**src/logic/pss_regs.svh**
```systemverilog
// How it works
// - Clock split into four phases per instruction.
// - PC advances at phase one, fetch there.
// - Fetch of next overlaps current execute.
// - Jump or call costs two cycles, flush.
// - True skip discards prefetch, inserts dummy cycle.
// - Twelve bit PC, only low byte visible.
// - PC increments except on control transfers.
// - Jump, call, interrupt, reset load full address.
// - Low byte write jumps within page, dummy.
// - Software reads and writes PC low byte.
// - Eight level stack, not software visible.
// - Stack pointer is internal and hidden.
// - Call or interrupt acknowledge pushes PC.
// - Return instructions pop saved PC.
// - Reset leaves stack pointer at empty top.
// - Full stack withholds interrupt acknowledge until return.
// - Call still executes when stack full.
// - Overflow drops oldest saved PC value.
// - Reset loads PC zero, fetch starts there.
`ifndef PSS_REGS_SVH
`define PSS_REGS_SVH

// ---------------------------------------------------------------
// Sizes and reset values.
// ---------------------------------------------------------------
`define PSS_PC_W        12
`define PSS_STACK_DEPTH 8
`define PSS_RESET_PC    12'h000
`define PSS_INT_VECTOR  12'h004
`define PSS_PAGE_W      8

// ---------------------------------------------------------------
// Register byte offsets and fields.
// ---------------------------------------------------------------
`define PSS_REG_PCL     4'h0
`define PSS_REG_STAT    4'h4
`define PSS_REG_CTRL    4'h8
`define PSS_CTRL_RESET  8'h01
`define PSS_CTRL_RUN    0
`define PSS_STAT_OVF    4

`endif

```
**src/logic/pss_pkg.sv**
```systemverilog
// ---------------------------------------------------------------
// Types shared by the sequencer and its bench.
// ---------------------------------------------------------------
package pss_pkg;

	// Instruction phases of one instruction cycle.
	typedef enum logic [1:0] {
		PH_T1 = 2'b00,
		PH_T2 = 2'b01,
		PH_T3 = 2'b10,
		PH_T4 = 2'b11
	} pss_phase_t;

	// Flow class that the execute unit reports for its instruction.
	typedef enum logic [2:0] {
		OP_SEQ   = 3'b000,
		OP_JUMP  = 3'b001,
		OP_CALL  = 3'b010,
		OP_RET   = 3'b011,
		OP_INTERRUPT_RETURN_INSTR  = 3'b100,
		OP_SKIP  = 3'b101
	} pss_op_t;

	// Execute unit command: flow class and full target address.
	typedef struct packed {
		pss_op_t     op;
		logic [11:0] target;
	} pss_exec_cmd_t;

endpackage

```
**src/logic/pss_sequencer.sv**
```systemverilog
// Design decisions made here: the Wishbone interface to the registers and the placing of the registers.
`timescale 1ns/1ps
`include "pss_regs.svh"

module pss_sequencer
	import pss_pkg::*;
#(
	parameter int          STACK_DEPTH = `PSS_STACK_DEPTH,
	parameter logic [11:0] INT_VECTOR  = `PSS_INT_VECTOR
) (
	input  wire logic          REF_CLK_IN,
	input  wire logic          RST_N_IN,
	input  wire logic          WB_CYC_IN,
	input  wire logic          WB_STB_IN,
	input  wire logic          WB_WE_IN,
	input  wire logic [3:0]    WB_ADR_IN,
	input  wire logic [3:0]    WB_SEL_IN,
	input  wire logic [31:0]   WB_DAT_IN,
	output logic      [31:0]   WB_DAT_OUT,
	output logic               WB_ACK_OUT,
	output logic      [11:0]   PM_ADDR_OUT,
	output logic               PM_RD_OUT,
	input  wire logic [15:0]   PM_DATA_IN,
	input  wire pss_exec_cmd_t EXEC_CMD_IN,
	output logic      [15:0]   EXEC_INSTR_OUT,
	output logic               EXEC_VALID_OUT,
	output logic      [3:0]    PHASE_OUT,
	input  wire logic          INT_REQ_IN,
	output logic               INT_ACK_OUT,
	output logic               STACK_FULL_OUT
);

	// ---------------------------------------------------------------
	// Local sizes.
	// ---------------------------------------------------------------
	// The ring stack needs a power-of-two depth so the pointer wraps.
	localparam int SP_W = $clog2(STACK_DEPTH);
	localparam logic [SP_W:0] DEPTH_C = (SP_W+1)'(STACK_DEPTH);

	// ---------------------------------------------------------------
	// Reset release.
	// ---------------------------------------------------------------
	logic [1:0] rst_sync_reg;       // Release synchroniser.
	logic       rst_n;              // Synchronised reset, active low.

	// Reset asserts at once and releases after two clock edges.
	always_ff @(posedge REF_CLK_IN or negedge RST_N_IN) begin
		if (!RST_N_IN) begin
			rst_sync_reg <= 2'h0;
		end else begin
			rst_sync_reg <= {rst_sync_reg[0], 1'b1};
		end
	end
	assign rst_n = rst_sync_reg[1];

	// ---------------------------------------------------------------
	// State.
	// ---------------------------------------------------------------
	pss_phase_t  phase_reg;                    // Current phase.
	logic [3:0]  phase_oh_reg;                 // One-hot copy for the pins.
	logic [11:0] pc_reg;                       // Address being fetched.
	logic [15:0] exec_ir_reg;                  // Instruction in execute.
	logic        exec_valid_reg;               // Low during a dummy cycle.
	logic [11:0] stack_mem [STACK_DEPTH];      // Saved return addresses.
	logic [SP_W-1:0] sp_reg;                   // Next free slot.
	logic [SP_W:0]   count_reg;                // Occupied levels.
	logic        pcl_pend_reg;                 // Low byte write waiting.
	logic [7:0]  pcl_data_reg;                 // Byte to be written.
	logic        int_pend_reg;                 // Recorded interrupt request.
	logic        int_ack_reg;                  // Acknowledge pulse.
	logic        ovf_reg;                      // Sticky overflow flag.
	logic [7:0]  ctrl_reg;                     // Control register.
	logic        ack_reg;                      // Bus acknowledge.
	logic [31:0] rdata_reg;                    // Bus read data.

	// ---------------------------------------------------------------
	// Boundary decisions.
	// ---------------------------------------------------------------
	logic        run;                          // Sequencer enabled.
	logic        bnd;                          // Last phase of a cycle.
	pss_op_t     op;                           // Flow class in execute.
	logic        take_ctl;                     // Control transfer taken.
	logic        take_pcl;                     // Low byte jump taken.
	logic        take_int;                     // Interrupt acknowledged.
	logic        push;                         // Stack push.
	logic        pop;                          // Stack pop.
	logic        full;                         // All levels in use.
	logic [11:0] top;                          // Most recent saved address.
	logic [11:0] pc_next;                      // Address for the next fetch.
	logic        wb_req;                       // New bus request.

	assign run  = ctrl_reg[`PSS_CTRL_RUN];
	assign bnd  = run && (phase_reg == PH_T4);
	assign full = (count_reg == DEPTH_C);
	assign top  = stack_mem[sp_reg - 1'b1];

	// A flushed instruction carries no flow class at all.
	assign op       = exec_valid_reg ? EXEC_CMD_IN.op : OP_SEQ;
	assign take_ctl = (op != OP_SEQ);
	assign take_pcl = !take_ctl && pcl_pend_reg;
	// A full stack holds the request until a return frees a level.
	assign take_int = !take_ctl && !take_pcl && int_pend_reg && !full;
	assign push     = bnd && ((op == OP_CALL) || take_int);
	assign pop      = bnd && ((op == OP_RET) || (op == OP_INTERRUPT_RETURN_INSTR));

	// Picks where the next fetch goes.
	always_comb begin
		case (op)
			OP_JUMP, OP_CALL: begin
				pc_next = EXEC_CMD_IN.target;
			end
			OP_RET, OP_INTERRUPT_RETURN_INSTR: begin
				pc_next = top;
			end
			default: begin
				if (take_pcl) begin
					// Only the low byte moves, so the jump stays in its page.
					pc_next = {pc_reg[11:`PSS_PAGE_W], pcl_data_reg};
				end else if (take_int) begin
					pc_next = INT_VECTOR;
				end else begin
					// A true skip also lands here: the fetch moves past the
					// discarded word.
					pc_next = pc_reg + 12'h001;
				end
			end
		endcase
	end

	// ---------------------------------------------------------------
	// Phase generator.
	// ---------------------------------------------------------------
	// Four non-overlapping phases; clearing run freezes the core.
	always_ff @(posedge REF_CLK_IN or negedge rst_n) begin
		if (!rst_n) begin
			phase_reg    <= PH_T1;
			phase_oh_reg <= 4'h1;
		end else if (run) begin
			case (phase_reg)
				PH_T1: begin
					phase_reg    <= PH_T2;
					phase_oh_reg <= 4'h2;
				end
				PH_T2: begin
					phase_reg    <= PH_T3;
					phase_oh_reg <= 4'h4;
				end
				PH_T3: begin
					phase_reg    <= PH_T4;
					phase_oh_reg <= 4'h8;
				end
				default: begin
					phase_reg    <= PH_T1;
					phase_oh_reg <= 4'h1;
				end
			endcase
		end
	end

	// ---------------------------------------------------------------
	// Program counter and pipeline.
	// ---------------------------------------------------------------
	// The counter moves at the edge that opens phase one; the word
	// fetched during this cycle moves to execute at the same edge, so
	// fetch and execute overlap.
	always_ff @(posedge REF_CLK_IN or negedge rst_n) begin
		if (!rst_n) begin
			pc_reg         <= `PSS_RESET_PC;
			exec_ir_reg    <= 16'h0000;
			exec_valid_reg <= 1'b0;
		end else if (bnd) begin
			pc_reg         <= pc_next;
			exec_ir_reg    <= PM_DATA_IN;
			// Any redirect turns the prefetched word into a dummy cycle.
			exec_valid_reg <= !(take_ctl || take_pcl || take_int);
		end
	end

	// ---------------------------------------------------------------
	// Return stack.
	// ---------------------------------------------------------------
	// A ring of slots: a push onto a full stack overwrites the oldest
	// entry and keeps the rest. The pointer is not on the bus.
	always_ff @(posedge REF_CLK_IN or negedge rst_n) begin
		if (!rst_n) begin
			sp_reg    <= '0;
			count_reg <= '0;
		end else if (push) begin
			sp_reg <= sp_reg + 1'b1;
			if (!full) begin
				count_reg <= count_reg + 1'b1;
			end
		end else if (pop) begin
			sp_reg <= sp_reg - 1'b1;
			if (count_reg != '0) begin
				count_reg <= count_reg - 1'b1;
			end
		end
	end

	// The slots hold only counter values and have no reset. The saved
	// address is the word that was being fetched, the one after the call.
	always_ff @(posedge REF_CLK_IN) begin
		if (push) begin
			stack_mem[sp_reg] <= pc_reg;
		end
	end

	// ---------------------------------------------------------------
	// Interrupt request and acknowledge.
	// ---------------------------------------------------------------
	// A new request in the acknowledge cycle keeps the flag set.
	always_ff @(posedge REF_CLK_IN or negedge rst_n) begin
		if (!rst_n) begin
			int_pend_reg <= 1'b0;
			int_ack_reg  <= 1'b0;
		end else begin
			int_pend_reg <= INT_REQ_IN || (int_pend_reg && !(bnd && take_int));
			int_ack_reg  <= bnd && take_int;
		end
	end

	// ---------------------------------------------------------------
	// Wishbone slave.
	// ---------------------------------------------------------------
	assign wb_req = WB_CYC_IN && WB_STB_IN && !ack_reg;

	// Every access, mapped or not, is acknowledged one cycle after it.
	always_ff @(posedge REF_CLK_IN or negedge rst_n) begin
		if (!rst_n) begin
			ack_reg   <= 1'b0;
			rdata_reg <= 32'h0000_0000;
		end else begin
			ack_reg <= wb_req;
			case (WB_ADR_IN)
				`PSS_REG_PCL: begin
					rdata_reg <= {24'h000000, pc_reg[7:0]};
				end
				`PSS_REG_STAT: begin
					rdata_reg <= {23'h000000, (4'(count_reg)), ovf_reg, 1'b0, full, phase_reg};
				end
				`PSS_REG_CTRL: begin
					rdata_reg <= {24'h000000, ctrl_reg};
				end
				default: begin
					rdata_reg <= 32'h0000_0000;
				end
			endcase
		end
	end

	// Control register and sticky overflow; a new overflow wins over a
	// clear in the same cycle.
	always_ff @(posedge REF_CLK_IN or negedge rst_n) begin
		if (!rst_n) begin
			ctrl_reg <= `PSS_CTRL_RESET;
			ovf_reg  <= 1'b0;
		end else begin
			if (wb_req && WB_WE_IN && WB_SEL_IN[0] && (WB_ADR_IN == `PSS_REG_CTRL)) begin
				ctrl_reg <= WB_DAT_IN[7:0];
			end
			if (push && full) begin
				ovf_reg <= 1'b1;
			end else if (wb_req && WB_WE_IN && WB_SEL_IN[0] && (WB_ADR_IN == `PSS_REG_STAT)
				&& WB_DAT_IN[`PSS_STAT_OVF]) begin
				ovf_reg <= 1'b0;
			end
		end
	end

	// A low byte write waits for the next boundary; a later write
	// replaces the byte and wins over the clear.
	always_ff @(posedge REF_CLK_IN or negedge rst_n) begin
		if (!rst_n) begin
			pcl_pend_reg <= 1'b0;
			pcl_data_reg <= 8'h00;
		end else if (wb_req && WB_WE_IN && WB_SEL_IN[0] && (WB_ADR_IN == `PSS_REG_PCL)) begin
			pcl_pend_reg <= 1'b1;
			pcl_data_reg <= WB_DAT_IN[7:0];
		end else if (bnd && take_pcl) begin
			pcl_pend_reg <= 1'b0;
		end
	end

	// ---------------------------------------------------------------
	// Outputs.
	// ---------------------------------------------------------------
	assign WB_ACK_OUT     = ack_reg;
	assign WB_DAT_OUT     = rdata_reg;
	assign PM_ADDR_OUT    = pc_reg;
	assign PM_RD_OUT      = run && (phase_reg == PH_T1);
	assign EXEC_INSTR_OUT = exec_ir_reg;
	assign EXEC_VALID_OUT = exec_valid_reg;
	assign PHASE_OUT      = phase_oh_reg;
	assign INT_ACK_OUT    = int_ack_reg;
	assign STACK_FULL_OUT = full;

	// ---------------------------------------------------------------
	// Assertions.
	// ---------------------------------------------------------------
	a_phase_onehot: assert property (@(posedge REF_CLK_IN) disable iff (!rst_n)
		$onehot(PHASE_OUT) && (PHASE_OUT == (4'h1 << phase_reg)))
		else $error("Phase outputs not one-hot.");

	a_phase_wrap: assert property (@(posedge REF_CLK_IN) disable iff (!rst_n)
		(bnd && $stable(ctrl_reg)) |=> (PHASE_OUT == 4'h1) ##1 (PHASE_OUT == 4'h2 || !run))
		else $error("Phase sequence broken.");

	a_pc_increment: assert property (@(posedge REF_CLK_IN) disable iff (!rst_n)
		(bnd && !take_ctl && !take_pcl && !take_int) |=> (pc_reg == $past(pc_reg) + 12'h001)
			&& EXEC_VALID_OUT)
		else $error("Counter did not step by one.");

	a_jump_flush: assert property (@(posedge REF_CLK_IN) disable iff (!rst_n)
		(bnd && (op == OP_JUMP || op == OP_CALL)) |=> !EXEC_VALID_OUT
			&& (PM_ADDR_OUT == $past(EXEC_CMD_IN.target)))
		else $error("Jump not flushed or wrong target.");

	a_skip_dummy: assert property (@(posedge REF_CLK_IN) disable iff (!rst_n)
		(bnd && op == OP_SKIP) |=> !EXEC_VALID_OUT && (pc_reg == $past(pc_reg) + 12'h001))
		else $error("Skip did not insert a dummy cycle.");

	a_pcl_page: assert property (@(posedge REF_CLK_IN) disable iff (!rst_n)
		(bnd && take_pcl) |=> (pc_reg[11:8] == $past(pc_reg[11:8]))
			&& (pc_reg[7:0] == $past(pcl_data_reg)) && !EXEC_VALID_OUT)
		else $error("Low byte jump left its page.");

	a_call_return: assert property (@(posedge REF_CLK_IN) disable iff (!rst_n)
		(push && !pop) |=> (top == $past(pc_reg)))
		else $error("Push saved the wrong address.");

	a_full_inhibit: assert property (@(posedge REF_CLK_IN) disable iff (!rst_n)
		(bnd && full && !pop) |=> !INT_ACK_OUT)
		else $error("Interrupt acknowledged on a full stack.");

	a_overflow_keep: assert property (@(posedge REF_CLK_IN) disable iff (!rst_n)
		(push && full) |=> full && ovf_reg)
		else $error("Overflow changed the depth.");

	a_reset_start: assert property (@(posedge REF_CLK_IN)
		$rose(rst_n) |-> (pc_reg == `PSS_RESET_PC) && (count_reg == '0) && !EXEC_VALID_OUT)
		else $error("Reset state wrong.");

endmodule // pss_sequencer

```
**config.mk**
```make
export PLATFORM = sky130hd
export DESIGN_NAME = pss_sequencer
export DESIGN_NICKNAME = d
export VERILOG_FILES = /design/src/logic/pss_pkg.sv /design/src/logic/pss_sequencer.sv
export VERILOG_INCLUDE_DIRS = /design/src /design/src/logic
export SDC_FILE = /design/constraint.sdc
export NUM_CORES = 1
export LEC_CHECK = 0
export ABC_AREA = 1
export ABC_CLOCK_PERIOD_IN_PS = 2300
export BUFFER_PORTS_ARGS = -buffer_cell sky130_fd_sc_hd__buf_4
export CAP_MARGIN = 20
export CORE_MARGIN = 1.5
export CORE_UTILIZATION = 50
export DETAILED_ROUTE_END_ITERATION = 8
export PLACE_DENSITY = 0.75
export SLEW_MARGIN = 40
export SYNTH_ARGS = -nofsm -noshare
export SYNTH_HDL_FRONTEND = slang
export SYNTH_SLANG_ARGS = --single-unit
```
**constraint.sdc**
```tcl
create_clock -name REF_CLK_IN -period 2.3 [get_ports REF_CLK_IN]
set_input_delay 0 -clock REF_CLK_IN [delete_from_list [all_inputs] [get_ports REF_CLK_IN]]
set_output_delay 0 -clock REF_CLK_IN [all_outputs]
set_load 0.02 [all_outputs]
```
==> results of run 1 <==
## power by group through the flow
| stage | logic, mW | registers, mW | clock network [mW] |
|---|---|---|---|
| floorplan | 2.15 | 4.72 | 0 |
| global placement | 3.69 | 4.48 | 0 |
| detailed placement | 3.78 | 4.51 | 0 |
| CTS | 3.86 | 4.45 | 2.79 |
| global route | 4.34 | 4.54 | 2.93 |
| finish | 3.90 | 4.47 | 2.78 |
## metal layers
metal  share of wire (%)  routed length [µm]  up-vias
met1                  41                7650     2860
met4                 2.0                 376        0
met2                  51                9580      210
li1                    -                   -     2762
met5                   0                   0        -
met3                 5.5                1020       31
## worst paths after layout
check / startpoint / cells past startpoint / to
worst max-delay path: sp_reg[1]$_DFFE_PN0P_ / 9 / PM_ADDR_OUT[2]$_DFFE_PN0P_
worst min-delay path: EXEC_CMD_IN[9] / 5 / PM_ADDR_OUT[9]$_DFFE_PN0P_
worst max register to register: sp_reg[1]$_DFFE_PN0P_ / 9 / PM_ADDR_OUT[2]$_DFFE_PN0P_
worst min register to register: rst_sync_reg[1]$_DFF_PN0_ / 0 / PM_ADDR_OUT[1]$_DFFE_PN0P_
max in group asynchronous: rst_sync_reg[1]$_DFF_PN0_ / 1 / ctrl_reg[0]$_DFFE_PN1P_
min in group asynchronous: rst_sync_reg[1]$_DFF_PN0_ / 0 / PM_ADDR_OUT[1]$_DFFE_PN0P_
## worst max-delay path, stage by stage, from the launching register on
cell and delay (ns):
dfrtp_1 0.41, inv_1 0.12, ha_2 0.42, buf_4 0.20
o21ai_0 0.11, o21ai_0 0.20, o21ai_0 0.11, o21ai_0 0.29
inv_1 0.07, a22oi_1 0.13
## metrics by stage
step	worst slack, ns	instance area (µm²)	hold slack, ns
after floorplan	0.0901	7780	-0.296
after global placement	0.259	8650	-0.217
after detailed placement	0.193	8650	-0.215
after CTS	0.142	9590	0.0244
after global routing	0.0172	9600	0.0543
final	0.139	9600	0.0293
## cell usage in the layout (no fill, tap or decap), types with 14 or more instances in the layout
master / netlist / layout
dlygate4sd3_1: 0 / 38
inv_1: 52 / 51
a21oi_1: 23 / 23
nor2_1: 101 / 101
clkbuf_16: 0 / 17
dfrtp_1: 72 / 71
o211ai_1: 14 / 14
o21ai_0: 85 / 84
nand3_1: 21 / 21
buf_4: 25 / 115
conb_1: 2 / 24
nand2_1: 130 / 130
edfxtp_1: 96 / 96
## kinds of logic after synthesis
group | Yosys count | share of synthesized area, %
xor gates and xnor gates | 9 | 1.37
other | 2 | 0.0975
DFF | 170 | 61.5
adders and majority gates | 11 | 1.79
and+or+nand+nor | 283 | 16.7
buffers and inverters | 107 | 6.60
AOI/OAI and AO/OA | 157 | 12.0
## area by class of cell
cell class | instances | area (µm²) | area share, %
multi-input cells | 484 | 2540 | 26.4
inverters | 59 | 225 | 2.34
clock inverters | 8 | 96.3 | 1.00
well taps | 188 | 235 | 2.45
repair buffers | 156 | 1290 | 13.5
clock buffers | 24 | 472 | 4.91
flip-flops and latches | 170 | 4740 | 49.4
## repair_timing
item                       in CTS  in global routing
hold endpoints to repair       51                  0
setup endpoints to repair       0                  2
hold buffers                   38                  0
resized for setup               0                  4
==> flow_metrics.env, run 1 <==
export IMPL_worst_skew_pair_late_latency_ns=0.43
export IMPL_syn_inst=739
export IMPL_drt_wl_total_um=18600
export IMPL_status="completed"
export IMPL_antennaDiodeCount=0
export IMPL_die_width_um=127
export IMPL_power_frac_seq_pct=40.1
export IMPL_max_cap_violations=0
export IMPL_busiest_layer="met2"
export IMPL_yosysTopAreaCellShare_pct=37.4
export IMPL_wl_per_cell_um=17.1
export IMPL_boundaryPins=146
export IMPL_drcViolationCount=0
export IMPL_power_frac_comb_pct=35.0
export IMPL_drtIter0Drc=590
export IMPL_grt_total_usage_pct=24.1
export IMPL_cts_root_buf="clkbuf_16"
export IMPL_rsz0062_at_grt="no"
export IMPL_postSynth_asyncResetShare_pct=43.5
export IMPL_ctsLongestPathBuffers=2
export IMPL_dieArea_um2=16200
export IMPL_period_needed_ns=2.16
export IMPL_synth_seq_cells=170
export IMPL_num_rows=45
export IMPL_clkTransAtPathRegs_ns=0.06
export IMPL_cp_arrival_ns=2.51
export IMPL_hold_path_class="in -> reg"
export IMPL_vias_per_cell=5.38
export IMPL_grtUsageMet1_pct=29.9
export IMPL_synth_distinct_cells=47
export IMPL_synth_commonest_cells="130 x nand2_1, 101 x nor2_1, 96 x edfxtp_1, 85 x o21ai_0, 72 x dfrtp_1"
export IMPL_clkPwrFrac_pct=24.9
export IMPL_finalHoldViolations=0
export IMPL_first_pass_iters=5
export IMPL_fillers=1166
export IMPL_grt_pass1_vias=5760
export IMPL_setup_tns_ns=0
export IMPL_setup_viol=0
export IMPL_cts_setup_buffers=0
export IMPL_worstMarginPinSlew_ns=0.571
export IMPL_cp_required_ns=2.65
export IMPL_relSlewSlack_pct=61.9
export IMPL_p_int_mw=6.96
export IMPL_leakage_nw=4.08
export IMPL_grt_util_met3_pct=4.48
export IMPL_die_h_um=127
export IMPL_ir_worst_vdd_v=0.000760
export IMPL_fin_worst_skew_ns=0.0139
export IMPL_cp_end_kind="flip-flop"
export IMPL_gr_usage_met2_pct=41.9
export IMPL_synth_area_um2=7700
export IMPL_coreArea_um2=15100
export IMPL_top_register="stack_mem"
export IMPL_ys_flop_type="edfxtp_1"
export IMPL_ys_seq_area_share_pct=61.5
export IMPL_cp_max_fo=12
export IMPL_start_util_pct=50.8
export IMPL_h_tree_depth=4
export IMPL_finish_utilization_pct=63.4
export IMPL_synth_edf_count=96
export IMPL_finalMaxSlewViolations=0
export IMPL_drive_gt1_share_pct=20.6
export IMPL_grt_pass1_wl_um=29500
export IMPL_fin_nets=976
export IMPL_vias=5863
export IMPL_cts_buffers=17
export IMPL_port_buffers=95
export IMPL_powerDensity_nw_per_um2=1160
export IMPL_synth_most_common_cell="nand2_1"
export IMPL_gp_congestion=0.868
export IMPL_dp_cells=1019
export IMPL_reg2reg_setup_slack_ns=0.14
export IMPL_fmax_mhz=463
export IMPL_overflow=0
export IMPL_cts_tree="yes"
export IMPL_worstSetupStartpointType="flip-flop"
export IMPL_stdcell_count=1089
export IMPL_antenna_found_initial=0
export IMPL_p_switching_mw=4.19
export IMPL_finalPower_mw=11.2
export IMPL_syn_avg_cell_area_um2=10.4
export IMPL_ys_warn_count=0
export IMPL_switching_share_pct=37.6
export IMPL_cts_sinks=170
export IMPL_critPathKind="reg -> reg"
export IMPL_timing_final_crit_share_pct=94.0
export IMPL_area_growth_pct=24.7
export IMPL_synth_area_leaders="edfxtp_1 37%, dfrtp_1 23%, nand2_1 6.3%"
export IMPL_antenna_left=0
export IMPL_grt_start_max_net_pins=51
export IMPL_dp_hpwl_um=12000
export IMPL_largest_reg_flops=96
export IMPL_yosysTopAreaCell="edfxtp_1"
Power figures use the tool's default switching activity.
==> run 2, diff against run 1 <==
RECOVER_POWER = 25   (was not set)
==> flow_metrics.env, run 2 (same netlist as run 1, synthesis figures left out) <==
export IMPL_cp_end_kind="flip-flop"
export IMPL_h_tree_depth=4
export IMPL_fin_area_um2=9590
export IMPL_reg2reg_depth=9
export IMPL_cts_setup_buffers=0
export IMPL_reg2reg_setup_slack_ns=0.14
export IMPL_antennaDiodeCount=0
export IMPL_setup_viol=0
export IMPL_max_cap_violations=1
export IMPL_overflow=0
export IMPL_grt_total_usage_pct=24.1
export IMPL_cp_max_fo=12
export IMPL_path_delay_family="compound AO/OA/AOI/OAI gates"
export IMPL_min_from="EXEC_CMD_IN[9]"
export IMPL_dpl_cell_area_um2=8650
export IMPL_hold_path_class="in -> reg"
export IMPL_gp_congestion=0.868
export IMPL_boundaryPins=146
export IMPL_drive_gt1_share_pct=20.3
export IMPL_hold_path_depth=5
export IMPL_fin_nets=976
export IMPL_cts_sinks=170
export IMPL_crit_slowest_cell="dfrtp_1"
export IMPL_gr_usage_met2_pct=41.9
export IMPL_drtIter0Drc=563
export IMPL_drcViolationCount=0
export IMPL_cts_root_buf="clkbuf_16"
export IMPL_top_register="stack_mem"
export IMPL_cp_arrival_ns=2.51
export IMPL_powerDensity_nw_per_um2=1160
export IMPL_cts_tree="yes"
export IMPL_max_stage_delay_ns=0.42
export IMPL_grt_start_max_net_pins=51
export IMPL_period_needed_ns=2.16
export IMPL_ctsLongestPathBuffers=2
export IMPL_finalHoldViolations=0
export IMPL_crit_chain="inv_1, ha_2, buf_4, o21ai_0, o21ai_0, o21ai_0, o21ai_0, inv_1, a22oi_1"
export IMPL_num_rows=45
export IMPL_wl_per_cell_um=17.1
export IMPL_violations="capacitance limit, slew limit"
export IMPL_die_width_um=127
export IMPL_timing_rr_start="sp_reg[1]$_DFFE_PN0P_"
export IMPL_antenna_left=0
export IMPL_largest_reg_flops=96
export IMPL_drt_wl_total_um=18600
export IMPL_fin_ws_ns=0.143
export IMPL_timing_final_crit_share_pct=93.8
export IMPL_clkTransAtPathRegs_ns=0.06
export IMPL_leakage_nw=4.07
export IMPL_finalMaxSlewViolations=41
export IMPL_relSlewSlack_pct=-17.8
export IMPL_rsz0062_at_grt="no"
export IMPL_setup_tns_ns=0
export IMPL_ir_worst_vdd_v=0.000755
export IMPL_die_h_um=127
export IMPL_start_util_pct=50.8
export IMPL_grtUsageMet1_pct=29.9
export IMPL_dp_slack_ns=0.193
export IMPL_status="complete, but fails checks"
export IMPL_final_cell_mix="130 x nand2_1, 112 x buf_4, 101 x nor2_1"
export IMPL_worst_skew_pair_late_latency_ns=0.43
export IMPL_busiest_layer="met2"
export IMPL_area_growth_pct=24.6
export IMPL_worstSetupStartpointType="flip-flop"
export IMPL_final_common_cell="nand2_1"
export IMPL_port_buffers=95
export IMPL_crit_start="sp_reg[1]$_DFFE_PN0P_"
export IMPL_grt_util_met3_pct=4.48
export IMPL_path_common_cell="o21ai_0"
export IMPL_min_to="PM_ADDR_OUT[9]$_DFFE_PN0P_"
export IMPL_grt_pass1_vias=5760
export IMPL_dp_hpwl_um=12000
export IMPL_vias=5848
export IMPL_cp_required_ns=2.65
export IMPL_first_pass_iters=5
export IMPL_fin_worst_skew_ns=0.0156
export IMPL_grt_pass1_wl_um=29500
export IMPL_antenna_found_initial=0
export IMPL_r2r_end="PM_ADDR_OUT[2]$_DFFE_PN0P_"
export IMPL_dieArea_um2=16200
export IMPL_worstMarginPinSlew_ns=1.77
export IMPL_fmax_mhz=464
export IMPL_path_buf_inv=3
export IMPL_coreArea_um2=15100
export IMPL_vias_per_cell=5.37
export IMPL_critPathKind="reg -> reg"
export IMPL_cts_buffers=17
[run 2: metrics by stage]
| stage | power, mW | hold slack (ns) | util [%] | std cells |
|---|---|---|---|---|
| after floorplan | 6.87 | -0.296 | - | 761 |
| after global placement | 8.18 | -0.217 | 57.1 | 1019 |
| after detailed placement | 8.29 | -0.215 | 57.1 | 1019 |
| after CTS | 11.1 | 0.0244 | 63.3 | 1089 |
| after global routing | 11.8 | 0.0543 | 63.3 | 1089 |
| final | 11.1 | 0.0262 | 63.3 | 1089 |
[run 2: layout make-up]
| class | count | area [µm²] |
|---|---|---|
| clock inverter | 8 | 96.3 |
| clock buffer | 24 | 472 |
| inverter | 59 | 225 |
| fill | 1168 | 5550 |
| tap | 188 | 235 |
| sequential | 170 | 4740 |
| multi-input combinational | 484 | 2540 |
| timing repair buffer | 156 | 1290 |
[run 2: layer usage]
layer	vias up	share of wire [%]	wire [µm]
met3	29	5.4	1010
met5	-	0	0
met1	2842	41	7700
met4	0	2.0	366
li1	2762	-	-
met2	215	51	9550
[run 2: worst max-delay path by stage]
stage | endpoint | slack (ns) | cells after the start
6_report | PM_ADDR_OUT[2]$_DFFE_PN0P_ | 0.14 | 9
5_1_grt | PM_ADDR_OUT[2]$_DFFE_PN0P_ | 0.02 | 9
4_1_cts | PM_ADDR_OUT[4]$_DFFE_PN0P_ | 0.14 | 9
3_5_place_dp | PM_ADDR_OUT[4]$_DFFE_PN0P_ | 0.19 | 9
3_3_place_gp | count_reg[3]$_DFFE_PN0P_ | 0.26 | 13
2_1_floorplan | EXEC_INSTR_OUT[0]$_DFFE_PN0P_ | 0.09 | 0
[run 2: worst min-delay path, delay by kind of cell]
kind / cells / cell delay [ns]
AO/OA/AOI/OAI: 3 / 0.23
AND/OR/NAND/NOR: 1 / 0.09
buffers and inverters: 1 / 0.08
[run 2: timing repair]
item | in CTS | in global routing
resized for setup | 0 | 4
hold buffers | 38 | 0
setup endpoints to repair | 0 | 2
hold endpoints to repair | 51 | 0
[run 2: power by group]
| part | switching [mW] | internal [mW] | leakage (nW) | total (mW) |
|---|---|---|---|---|
| sequential | 0.592 | 3.88 | 1.78 | 4.47 |
| clock | 1.13 | 1.65 | 0.278 | 2.78 |
| combinational | 2.47 | 1.43 | 2.01 | 3.89 |
==> run 3, diff against run 2 <==
ABC_CLOCK_PERIOD_IN_PS = 2000   (was 2300)
HOLD_SLACK_MARGIN = 0.12   (was not set)
PLACE_DENSITY = 0.72   (was 0.75)
clock period = 2 ns   (was 2.3 ns; I/O delays follow)
==> flow_metrics.env, run 3 (same netlist as run 1, synthesis figures left out) <==
export IMPL_finalHoldViolations=0
export IMPL_h_tree_depth=4
export IMPL_fin_ws_ns=0.126
export IMPL_vias_per_cell=5.21
export IMPL_start_util_pct=50.8
export IMPL_fin_worst_skew_ns=0.00859
export IMPL_cts_buffers=17
export IMPL_drt_wl_total_um=18100
export IMPL_port_buffers=95
export IMPL_worst_skew_pair_late_latency_ns=0.42
export IMPL_relSlewSlack_pct=1.55
export IMPL_cp_max_fo=6
export IMPL_leakage_nw=4.32
export IMPL_wl_per_cell_um=16.1
export IMPL_grt_util_met3_pct=4.61
export IMPL_crit_slowest_cell="dfrtp_1"
export IMPL_worstSetupStartpointType="flip-flop"
export IMPL_clkPwrFrac_pct=25.0
export IMPL_grt_pass1_wl_um=29100
export IMPL_gp_congestion=0.849
export IMPL_cts_sinks=170
export IMPL_antennaDiodeCount=0
export IMPL_final_common_cell="buf_4"
export IMPL_cp_required_ns=2.31
export IMPL_crit_chain="nor2_2, nand2_2, nand2_4, nor2_4, nand2_8, nand2_8, inv_2, ha_4, nand2_1, inv_1, nand3_1, nand2_1, nand2_1, nand3_1, nand2_1"
export IMPL_num_rows=45
export IMPL_p_int_mw=8.39
export IMPL_antenna_found_initial=0
export IMPL_fin_nets=1014
export IMPL_final_cell_mix="134 x buf_4, 130 x nand2_1, 99 x nor2_1"
export IMPL_dp_cells=1042
export IMPL_clkTransAtPathRegs_ns=0.07
export IMPL_fmax_mhz=534
export IMPL_switching_share_pct=37.2
export IMPL_drive_gt1_share_pct=23.6
export IMPL_period_needed_ns=1.87
export IMPL_finalPower_mw=13.4
export IMPL_path_delay_family="simple AND/OR/NAND/NOR gates"
export IMPL_critPathKind="reg -> reg"
export IMPL_path_common_cell="nand2_1"
export IMPL_dieArea_um2=16200
export IMPL_power_frac_comb_pct=37.9
export IMPL_drtIter0Drc=471
export IMPL_antenna_left=0
export IMPL_hold_path_class="in -> reg"
export IMPL_cp_end_kind="flip-flop"
export IMPL_boundaryPins=146
export IMPL_reg2reg_setup_slack_ns=0.13
export IMPL_timing_final_crit_share_pct=93.7
export IMPL_worstMarginPinSlew_ns=1.48
export IMPL_path_buf_inv=2
export IMPL_p_switching_mw=4.97
export IMPL_grt_pass1_vias=5627
export IMPL_area_growth_pct=30.3
export IMPL_grt_start_max_net_pins=51
export IMPL_die_width_um=127
export IMPL_first_pass_iters=5
export IMPL_cts_root_buf="clkbuf_16"
export IMPL_cp_arrival_ns=2.19
export IMPL_fillers=1127
export IMPL_max_cap_violations=0
export IMPL_status="completed"
export IMPL_vias=5874
export IMPL_dp_hpwl_um=11900
export IMPL_power_frac_seq_pct=37.0
export IMPL_powerDensity_nw_per_um2=1330
export IMPL_grt_total_usage_pct=23.4
export IMPL_cts_tree="yes"
export IMPL_coreArea_um2=15100
export IMPL_busiest_layer="met2"
export IMPL_overflow=0
export IMPL_largest_reg_flops=96
export IMPL_ctsLongestPathBuffers=2
export IMPL_ir_worst_vdd_v=0.000827
export IMPL_setup_tns_ns=0
export IMPL_die_h_um=127
export IMPL_crit_start="count_reg[1]$_DFFE_PN0P_"
export IMPL_timing_rr_start="count_reg[1]$_DFFE_PN0P_"
export IMPL_dp_slack_ns=0.0244
export IMPL_drcViolationCount=0
export IMPL_max_stage_delay_ns=0.44
export IMPL_top_register="stack_mem"
export IMPL_gr_usage_met2_pct=38.9
export IMPL_stdcell_count=1127
export IMPL_finalMaxSlewViolations=0
export IMPL_min_from="EXEC_CMD_IN[13]"
export IMPL_setup_viol=0
export IMPL_grtUsageMet1_pct=31.7
[run 3: cell types whose count changed in the layout (fill, tap and decap cells not counted), sizes merged]
| cell | before | now |
|---|---|---|
| buf | 115 | 139 |
| clkbuf | 27 | 26 |
| clkinv | 6 | 5 |
| inv | 57 | 62 |
| dlygate4sd3 | 38 | 49 |
| dlymetal6s4s | 0 | 1 |
| bufinv | 2 | 1 |
[run 3: final timing paths]
check / to / cells past startpoint
max in group asynchronous: EXEC_VALID_OUT$_DFFE_PN0P_ / 0
worst min register to register: rst_sync_reg[1]$_DFF_PN0_ / 0
min in group asynchronous: rst_sync_reg[1]$_DFF_PN0_ / 3
worst max register to register: count_reg[3]$_DFFE_PN0P_ / 15
worst min-delay path: pcl_pend_reg$_DFFE_PN0P_ / 5
worst max-delay path: count_reg[3]$_DFFE_PN0P_ / 15
[run 3: area by class of cell]
type	instances	area [µm²]	area share, %
Clock buffer	21	514	5.13
Inverter	59	221	2.21
Clock inverter	11	103	1.02
Timing Repair Buffer	194	1610	16.1
Sequential cell	170	4740	47.2
Multi-Input combinational cell	484	2610	26.0
Tap cell	188	235	2.34
[run 3: per-layer routing]
metal | routed length [µm] | share of wire, %
met5 | 0 | 0
met4 | 178 | 0.98
met3 | 1020 | 5.6
met2 | 8990 | 50
met1 | 7950 | 44
[run 3: worst min-delay path, stage by stage]
cell     delay (ns)
buf_4          0.11
o21ai_4        0.07
nand2_4        0.09
nor2_8         0.05
o21ai_0        0.15
[run 3: power by group through the flow]
stage / Combinational [mW] / Clock [mW] / Sequential [mW]
after floorplan: 2.48 / 0 / 5.43
after global placement: 4.77 / 0 / 4.99
after detailed placement: 4.88 / 0 / 5.00
after CTS: 4.99 / 3.39 / 4.93
after global routing: 5.61 / 3.54 / 5.03
final: 5.07 / 3.34 / 4.95
[run 3: stage by stage]
stage / area [µm²] / util (%) / hold WS (ns)
2_1_floorplan: 7780 / - / -0.296
3_3_place_gp: 8830 / 58.3 / -0.218
3_5_place_dp: 8830 / 58.3 / -0.217
4_1_cts: 9950 / 65.7 / 0.120
5_1_grt: 10000 / 66.2 / 0.140
6_report: 10000 / 66.2 / 0.111
[run 3: repair_timing]
action / in CTS / in global routing
buffers inserted: 0 / 3
hold buffers: 50 / 0
endpoints found under the setup margin: 0 / 37
gates resized for setup: 0 / 24
endpoints found under the hold margin: 60 / 0
